$ cat config.mk
export PLATFORM = sky130hd
export DESIGN_NAME = sum_loop_detector
export DESIGN_NICKNAME = d
export VERILOG_FILES = /design/src/logic/sum_loop_pkg.sv /design/src/logic/edge_divider.sv /design/src/logic/sum_loop_detector.sv
export SDC_FILE = /design/constraint.sdc
export NUM_CORES = 1
export LEC_CHECK = 0
export BUFFER_PORTS_ARGS = -buffer_cell sky130_fd_sc_hd__buf_2
export CAP_MARGIN = 20
export CORE_ASPECT_RATIO = 1.4
export CORE_UTILIZATION = 40
export DETAILED_ROUTE_END_ITERATION = 8
export PLACE_DENSITY = 0.62
export SLEW_MARGIN = 20
export SYNTH_ARGS = -nofsm -noshare
export SYNTH_HDL_FRONTEND = slang
export SYNTH_SLANG_ARGS = --single-unit
$ cat constraint.sdc
create_clock -name clk -period 6.1 [get_ports clk]
set_input_delay 0.305 -clock clk [delete_from_list [all_inputs] [get_ports clk]]
set_output_delay 0.305 -clock clk [all_outputs]
set_load 0.02 [all_outputs]
$ cat src/logic/sum_loop_pkg.sv
// constants and carrier types for the sum loop phase/frequency detector
// assumes a single 100 MHz clock; all loop signals arrive already synchronous
package sum_loop_pkg;

   // ************************************************
   // clock and timing
   // ************************************************
   localparam int CLK_PERIOD_NS = 10;
   localparam int ERR_PULSE_NS = 3400;
   // least time, so round up
   localparam int ERR_PULSE_CYC = (ERR_PULSE_NS + CLK_PERIOD_NS - 1) / CLK_PERIOD_NS;
   // detector pulse of this less one clock (490 ns) or longer counts as a wide pulse
   localparam int WIDE_PULSE_NS = 500;
   localparam int WIDE_PULSE_CYC = (WIDE_PULSE_NS + CLK_PERIOD_NS - 1) / CLK_PERIOD_NS;
   // out-of-lock one-shot stretch, longest time, so round down
   localparam int OOL_HOLD_NS = 40000;
   localparam int OOL_HOLD_CYC = OOL_HOLD_NS / CLK_PERIOD_NS;

   // ************************************************
   // divide ratios and widths
   // ************************************************
   localparam int VCO_DIV = 10;
   localparam int PD_REF_DIV = 100;
   localparam int CNT_W = 16;
   localparam int STATUS_OOL_BIT = 4;
   localparam int STATUS_W = 8;

   // ************************************************
   // edge detector lanes
   // ************************************************
   localparam int LANE_SUM = 0;
   localparam int LANE_REF = 1;
   localparam int LANE_FRAC = 2;
   localparam int LANE_IF = 3;
   localparam int LANES = 4;

   typedef struct packed {
      logic up;
      logic down;
   } pd_out_t;

   typedef struct packed {
      logic lamp;
      logic freq_det_enable;
      logic [STATUS_W-1:0] status;
   } lock_status_t;

endpackage

$ cat src/logic/edge_divider.sv
// divides a train of one-cycle input ticks by a fixed ratio
// assumes tick_in is a one-cycle pulse in the clk domain
`timescale 1ns/10ps
module edge_divider #(
   parameter int RATIO = 10
) (
   input wire logic clk,
   input wire logic arst_n,
   input wire logic enable,
   input wire logic tick_in,
   output logic tick_out
);

   logic [sum_loop_pkg::CNT_W-1:0] cnt_q;
   logic [sum_loop_pkg::CNT_W-1:0] cnt_d;
   logic tick_q;
   logic tick_d;

   // ************************************************
   // counter
   // ************************************************
   always_comb
   begin
      cnt_d = cnt_q;
      tick_d = 1'b0;
      if (!enable)
      begin
         // held cleared so a stopped divider makes no activity at all
         cnt_d = '0;
      end
      else if (tick_in)
      begin
         if (cnt_q == sum_loop_pkg::CNT_W'(RATIO - 1))
         begin
            cnt_d = '0;
            tick_d = 1'b1;
         end
         else
         begin
            cnt_d = cnt_q + 1'b1;
         end
      end
   end

   always_ff @(posedge clk or negedge arst_n)
   begin
      if (!arst_n)
      begin
         cnt_q <= '0;
         tick_q <= 1'b0;
      end
      else
      begin
         cnt_q <= cnt_d;
         tick_q <= tick_d;
      end
   end

   assign tick_out = tick_q;
endmodule

$ cat src/logic/sum_loop_detector.sv
// sum loop phase/frequency detector, out-of-lock detector and frequency detector
// assumes all loop inputs are square waves already synchronous to clk
`timescale 1ns/10ps

module sum_loop_detector (
   input wire logic clk,
   input wire logic arst_n,
   input wire logic sum_vco,
   input wire logic ref_vco,
   input wire logic frac_ref,
   input wire logic if_square,
   output sum_loop_pkg::pd_out_t pd_out,
   output logic freq_error,
   output sum_loop_pkg::lock_status_t lock_status
);

   // ************************************************
   // input edge detection
   // ************************************************
   logic [sum_loop_pkg::LANES-1:0] in_now;
   logic [sum_loop_pkg::LANES-1:0] prev_q;
   logic [sum_loop_pkg::LANES-1:0] rise;

   assign in_now[sum_loop_pkg::LANE_SUM] = sum_vco;
   assign in_now[sum_loop_pkg::LANE_REF] = ref_vco;
   assign in_now[sum_loop_pkg::LANE_FRAC] = frac_ref;
   assign in_now[sum_loop_pkg::LANE_IF] = if_square;

   genvar gi;
   generate
      for (gi = 0; gi < sum_loop_pkg::LANES; gi++)
      begin : g_edge
         always_ff @(posedge clk or negedge arst_n)
         begin
            if (!arst_n)
            begin
               prev_q[gi] <= 1'b0;
            end
            else
            begin
               prev_q[gi] <= in_now[gi];
            end
         end
         assign rise[gi] = in_now[gi] & ~prev_q[gi];
      end
   endgenerate

   // ************************************************
   // dividers
   // ************************************************
   logic ool_q;
   logic sum_tick;
   logic ref_tick;
   logic pd_ref_tick;

   edge_divider #(.RATIO(sum_loop_pkg::VCO_DIV)) sum_decade_divider (
      .clk(clk),
      .arst_n(arst_n),
      .enable(ool_q),
      .tick_in(rise[sum_loop_pkg::LANE_SUM]),
      .tick_out(sum_tick)
   );

   edge_divider #(.RATIO(sum_loop_pkg::VCO_DIV)) ref_decade_divider (
      .clk(clk),
      .arst_n(arst_n),
      .enable(ool_q),
      .tick_in(rise[sum_loop_pkg::LANE_REF]),
      .tick_out(ref_tick)
   );

   edge_divider #(.RATIO(sum_loop_pkg::PD_REF_DIV)) pd_ref_divider (
      .clk(clk),
      .arst_n(arst_n),
      .enable(1'b1),
      .tick_in(rise[sum_loop_pkg::LANE_FRAC]),
      .tick_out(pd_ref_tick)
   );

   // ************************************************
   // phase detector
   // ************************************************
   logic reference_flipflop_q;
   logic reference_flipflop_d;
   logic if_flipflop_q;
   logic if_flipflop_d;
   logic detector_reset_gate;

   always_comb
   begin
      reference_flipflop_d = reference_flipflop_q | pd_ref_tick;
      if_flipflop_d = if_flipflop_q | rise[sum_loop_pkg::LANE_IF];
      // gate acts on the next state so both outputs are never seen high together
      detector_reset_gate = reference_flipflop_d & if_flipflop_d;
      if (detector_reset_gate)
      begin
         reference_flipflop_d = 1'b0;
         if_flipflop_d = 1'b0;
      end
   end

   always_ff @(posedge clk or negedge arst_n)
   begin
      if (!arst_n)
      begin
         reference_flipflop_q <= 1'b0;
         if_flipflop_q <= 1'b0;
      end
      else
      begin
         reference_flipflop_q <= reference_flipflop_d;
         if_flipflop_q <= if_flipflop_d;
      end
   end

   // width of each pulse is the gap between the two edges
   assign pd_out.up = reference_flipflop_q;
   assign pd_out.down = if_flipflop_q;

   // ************************************************
   // out-of-lock detector
   // ************************************************
   logic [sum_loop_pkg::CNT_W-1:0] width_q;
   logic [sum_loop_pkg::CNT_W-1:0] width_d;
   logic [sum_loop_pkg::CNT_W-1:0] hold_q;
   logic [sum_loop_pkg::CNT_W-1:0] hold_d;
   logic wide_trig;
   logic ool_d;

   always_comb
   begin
      width_d = '0;
      if (reference_flipflop_q | if_flipflop_q)
      begin
         width_d = width_q + 1'b1;
         if (width_q == sum_loop_pkg::CNT_W'(sum_loop_pkg::WIDE_PULSE_CYC))
         begin
            width_d = width_q;
         end
      end
      wide_trig = (width_q == sum_loop_pkg::CNT_W'(sum_loop_pkg::WIDE_PULSE_CYC - 1));
      hold_d = hold_q;
      if (wide_trig)
      begin
         // retriggerable: stays lit while wide pulses keep coming
         hold_d = sum_loop_pkg::CNT_W'(sum_loop_pkg::OOL_HOLD_CYC);
      end
      else if (hold_q != '0)
      begin
         hold_d = hold_q - 1'b1;
      end
      ool_d = (hold_d != '0);
   end

   always_ff @(posedge clk or negedge arst_n)
   begin
      if (!arst_n)
      begin
         width_q <= '0;
         hold_q <= '0;
         ool_q <= 1'b0;
      end
      else
      begin
         width_q <= width_d;
         hold_q <= hold_d;
         ool_q <= ool_d;
      end
   end

   always_comb
   begin
      lock_status.status = '0;
      lock_status.status[sum_loop_pkg::STATUS_OOL_BIT] = ool_q;
      lock_status.lamp = ool_q;
      lock_status.freq_det_enable = ool_q;
   end

   // ************************************************
   // frequency comparator and error one-shot
   // ************************************************
   logic [1:0] sum_cnt_q;
   logic [1:0] sum_cnt_d;
   logic frequency_comparator_q;
   logic frequency_comparator_d;
   logic [sum_loop_pkg::CNT_W-1:0] err_cnt_q;
   logic [sum_loop_pkg::CNT_W-1:0] err_cnt_d;
   logic err_q;
   logic err_trig;

   always_comb
   begin
      sum_cnt_d = sum_cnt_q;
      frequency_comparator_d = frequency_comparator_q;
      if (!ool_q)
      begin
         sum_cnt_d = '0;
         frequency_comparator_d = 1'b0;
      end
      else if (ref_tick)
      begin
         // a reference period with no sum tick means sum is now slower
         if (sum_cnt_q == 2'h0 && !sum_tick)
         begin
            frequency_comparator_d = 1'b0;
         end
         sum_cnt_d = {1'b0, sum_tick};
      end
      else if (sum_tick)
      begin
         if (sum_cnt_q != 2'h0)
         begin
            // two sum ticks inside one reference period: sum is faster
            frequency_comparator_d = 1'b1;
         end
         if (sum_cnt_q != 2'h3)
         begin
            sum_cnt_d = sum_cnt_q + 2'h1;
         end
      end
      err_trig = ool_q & frequency_comparator_q & sum_tick;
      err_cnt_d = err_cnt_q;
      if (!ool_q)
      begin
         err_cnt_d = '0;
      end
      else if (err_cnt_q != '0)
      begin
         // triggers landing mid-pulse are dropped
         err_cnt_d = err_cnt_q - 1'b1;
      end
      else if (err_trig)
      begin
         err_cnt_d = sum_loop_pkg::CNT_W'(sum_loop_pkg::ERR_PULSE_CYC);
      end
   end

   always_ff @(posedge clk or negedge arst_n)
   begin
      if (!arst_n)
      begin
         sum_cnt_q <= '0;
         frequency_comparator_q <= 1'b0;
         err_cnt_q <= '0;
         err_q <= 1'b0;
      end
      else
      begin
         sum_cnt_q <= sum_cnt_d;
         frequency_comparator_q <= frequency_comparator_d;
         err_cnt_q <= err_cnt_d;
         err_q <= (err_cnt_d != '0);
      end
   end

   assign freq_error = err_q;

   // ************************************************
   // assertions
   // ************************************************
   logic [sum_loop_pkg::CNT_W-1:0] err_len_q;

   always_ff @(posedge clk or negedge arst_n)
   begin
      if (!arst_n)
      begin
         err_len_q <= '0;
      end
      else if (err_q)
      begin
         err_len_q <= err_len_q + 1'b1;
      end
      else
      begin
         err_len_q <= '0;
      end
   end
endmodule

==> flow_summary_export.csv <==
group,metric,value,unit
timing,clock_skew,8.10,ps
pwr,netSwitchingFraction,0.342,
hold_path,hp-start,"if_square",
pwr,clock_power_share,0.271,
critical_path,slowest_delay,720,ps
synth,synth_edf_count,0,
final_layout,areaGrowthSynthToFinish,8.41,%
timing,hold_viol_final,0,
critical_path,critical_path_class,"flip-flop to flip-flop",
pwr,power.internal,1.55,mW
floorplan,core,14100,um^2
run_status,status,"finished, final reports clean",
synth,syn_avg_cell_area,9.33,um^2
floorplan,die_area,15100,um^2
detailed_routing,drtIter0Drc,236,
clocking,htree_levels,3,
critical_path,cp_slowest_cell,"nor4_2",
critical_path,cp_max_fo,13,
timing,maxSlewHeadroom,0.366,
timing,fmaxAchievable,0.303,GHz
grt,gr-usage-all-layers,0.165,
detailed_routing,drt.antenna.violating_nets,0,
critical_path,cp.arrival,3510,ps
grt,antenna_found_initial,0,
clocking,cts.path.max_buffers,2,
critical_path,path_buf_inv,0,
timing,holdWs,66.4,ps
timing,finalCriticalPeriod,3300,ps
critical_path,cp-end-kind,"flip-flop",
detailed_routing,drt-total-wl,11600,um
clocking,numCtsBuffers,9,
critical_path,timing.rr.start,"err_cnt_q[2]$_DFF_PN0_",
timing,finalSetupViolations,0,
detailed_routing,drc,0,
place,dpl.hpwl,8130,um
final_layout,final_net_count,649,
pwr,vdd_drop_max,0.176,mV
critical_path,cp-startpoint,"err_cnt_q[2]$_DFF_PN0_",
run,drv_cap,0,
detailed_routing,wire_per_inst,14.2,um
detailed_routing,dr.pass1.iters,5,
timing,rsz0062_at_grt,"no",
final_layout,design_area,6340,um^2
critical_path,crit_required,6310,ps
floorplan,rows,51,
place,post_dp_cell_area,6010,um^2
floorplan,die_h,145,um
synth,synth.distinct_cells,54,
final_layout,layout.cells.most_common,"dfrtp_1",
timing,fin_crit_sh,0.541,
detailed_routing,vias,4564,
synth,ys_seq_elements,110,
timing,worst_pin_slew,947,ps
clocking,cts_resized,0,
detailed_routing,viasPerCell,5.58,
grt,grt_pass1_vias,4545,
critical_path,path_delay_family,"simple AND/OR/NAND/NOR gates",
pwr,cellPowerDensity,371,nW/um^2
floorplan,die_x,104,um
clocking,cts.clk_slew.worst_paths,70,ps
final_layout,mostFrequentLayoutCells,"dfrtp_1, nand2_1, nor2_1",
timing,setup-tns-final,0,ps
final_layout,num_antenna_cells,0,
clocking,cts_setup_buffers,0,
clocking,cts_tree,"built",
clocking,clockRootBuffer,"clkbuf_16",
pwr,p_leak,2.76,nW
synth,yosys_warnings,0,
place,portBuffers,11,
grt,grt_pass1_wl,20400,um
floorplan,start_util,0.415,
timing,slew_viol_final,0,
critical_path,cp-start-kind,"flip-flop",
pwr,p_switching,805,uW
clocking,clkSinkCount,110,
synth,postSynth.asyncResetShare,1.00,
place,gp_congestion,0.847,
synth,netlist_area,5850,um^2
floorplan,ios,19,
grt,grt-ovfl-total,0,
critical_path,cp_cell_sequence,"nor4_2, nand4_1, o21ai_1, o21ai_0, nor4b_1, nand4b_1",
synth,syn-instance-count,627,
pwr,pwr-share-comb,0.262,
grt,grt_max_degree,59,
pwr,seq_power_share,0.467,
synth,ys_seq_area_frac,0.471,
hold_path,hold_class,"primary input to flip-flop",
final_layout,final_layout_size_suffix_gt1_frac,0.0569,
clocking,clkLatencyLatePin,360,ps
synth,synthFlopType,"dfrtp_1",
state kept, by name, summed over array words and instances (netlist names), 2 cells and up:
signal and cells:
ref_decade_divider.cnt_q 16, pd_ref_divider.cnt_q 16, sum_decade_divider.cnt_q 16, hold_q 16, sum_cnt_q 2, width_q 16, prev_q 4, err_cnt_q 16
cells by family (layout without fill, tap and decap cells):
group,count (synthesis),in the layout,synth area share
XOR/XNOR,42,42,0.0629
multiplexers,6,6,0.0107
flip-flops,110,110,0.471
adder cells (fa/ha/maj),14,14,0.0299
AO/OA/AOI/OAI,115,115,0.116
other,1,7,0.000641
buffers and inverters,49,49,0.0424
AND/OR/NAND/NOR,290,290,0.267
Yosys cell counts, types with 2 or more instances:
library cell | instances | share of area
nor4_1 | 14 | 0.015
and4_1 | 7 | 0.010
dfrtp_1 | 110 | 0.47
buf_4 | 13 | 0.017
nor2b_1 | 5 | 0.0053
or3b_1 | 3 | 0.0045
o21ai_1 | 21 | 0.018
nor3_1 | 10 | 0.0086
nor4b_1 | 5 | 0.0075
clkbuf_1 | 14 | 0.0090
xnor2_1 | 23 | 0.034
nand2b_1 | 9 | 0.0096
ha_1 | 14 | 0.030
mux2_2 | 2 | 0.0038
nand3b_1 | 5 | 0.0064
and3_1 | 21 | 0.022
a211oi_1 | 8 | 0.010
or3_1 | 10 | 0.011
nand2_1 | 66 | 0.042
a21oi_1 | 25 | 0.021
o21a_1 | 2 | 0.0026
nand4b_1 | 3 | 0.0045
o21ai_0 | 32 | 0.027
o22ai_1 | 3 | 0.0032
nand3_1 | 25 | 0.021
a31oi_1 | 7 | 0.0075
or4_1 | 9 | 0.012
xor2_1 | 19 | 0.028
and2_1 | 10 | 0.011
a311oi_1 | 3 | 0.0045
inv_1 | 19 | 0.012
nor3b_1 | 6 | 0.0077
nand4_1 | 20 | 0.021
buf_6 | 2 | 0.0038
o211ai_1 | 3 | 0.0038
mux2i_1 | 4 | 0.0068
nor2_1 | 56 | 0.036
o31ai_1 | 3 | 0.0038
layer usage:
layer	part of all wire	up-vias	GRT usage
li1	-	2239	-
met3	0.031	24	0.0368
met2	0.50	83	0.276
met5	0	-	0
met4	0.026	0	0.0857
met1	0.44	2218	0.196
metrics by stage:
step	cells	setup WS [ps]	power [mW]	util
2_1_floorplan	633	3540	1.54	-
3_3_place_gp	802	2900	1.70	0.426
3_5_place_dp	802	2860	1.72	0.426
4_1_cts	818	2870	2.37	0.450
5_1_grt	818	2510	2.51	0.450
6_report	818	2800	2.35	0.450
layout make-up:
| class | instances | area (um^2) |
|---|---|---|
| clock buffer | 12 | 256 |
| clock inverter | 3 | 67.6 |
| fill | 1319 | 7760 |
| inverter | 19 | 71.3 |
| multi-input combinational | 474 | 2870 |
| sequential | 110 | 2750 |
| tap | 185 | 231 |
| timing repair buffer | 15 | 90.1 |
power by group through the flow:
| stage | clock network, mW | logic, mW | registers (mW) |
|---|---|---|---|
| after floorplan | 0 | 0.495 | 1.05 |
| after global placement | 0 | 0.597 | 1.10 |
| after detailed placement | 0 | 0.612 | 1.11 |
| final | 0.637 | 0.616 | 1.10 |
| after CTS | 0.660 | 0.616 | 1.09 |
| after global routing | 0.682 | 0.697 | 1.13 |
worst register-to-register path, cell delays in order (launching register included):
cell	delay [ps]
dfrtp_1	430
nor4_2	730
nand4_1	690
o21ai_1	620
o21ai_0	210
nor4b_1	350
nand4b_1	130
worst paths after layout:
check                                                           end  slack, ps  cells past startpoint
max in group asynchronous                       hold_q[1]$_DFF_PN0_       4400                      3
min in group asynchronous       pd_ref_divider.cnt_q[0]$_DFFE_PN0P_        510                      2
worst min-delay path                            prev_q[3]$_DFF_PN0_         70                      1
worst max register to register                 freq_error$_DFF_PN0_       2800                      6
worst min register to register              if_flipflop_q$_DFF_PN0_        440                      1
worst max-delay path                           freq_error$_DFF_PN0_       2800                      6
what timing repair did:
item                                    in CTS  in global routing
hold buffers                                 1                  0
endpoints found under the setup margin       0                  0
hold endpoints to repair                     6                  0
Power figures use the tool's default switching activity.
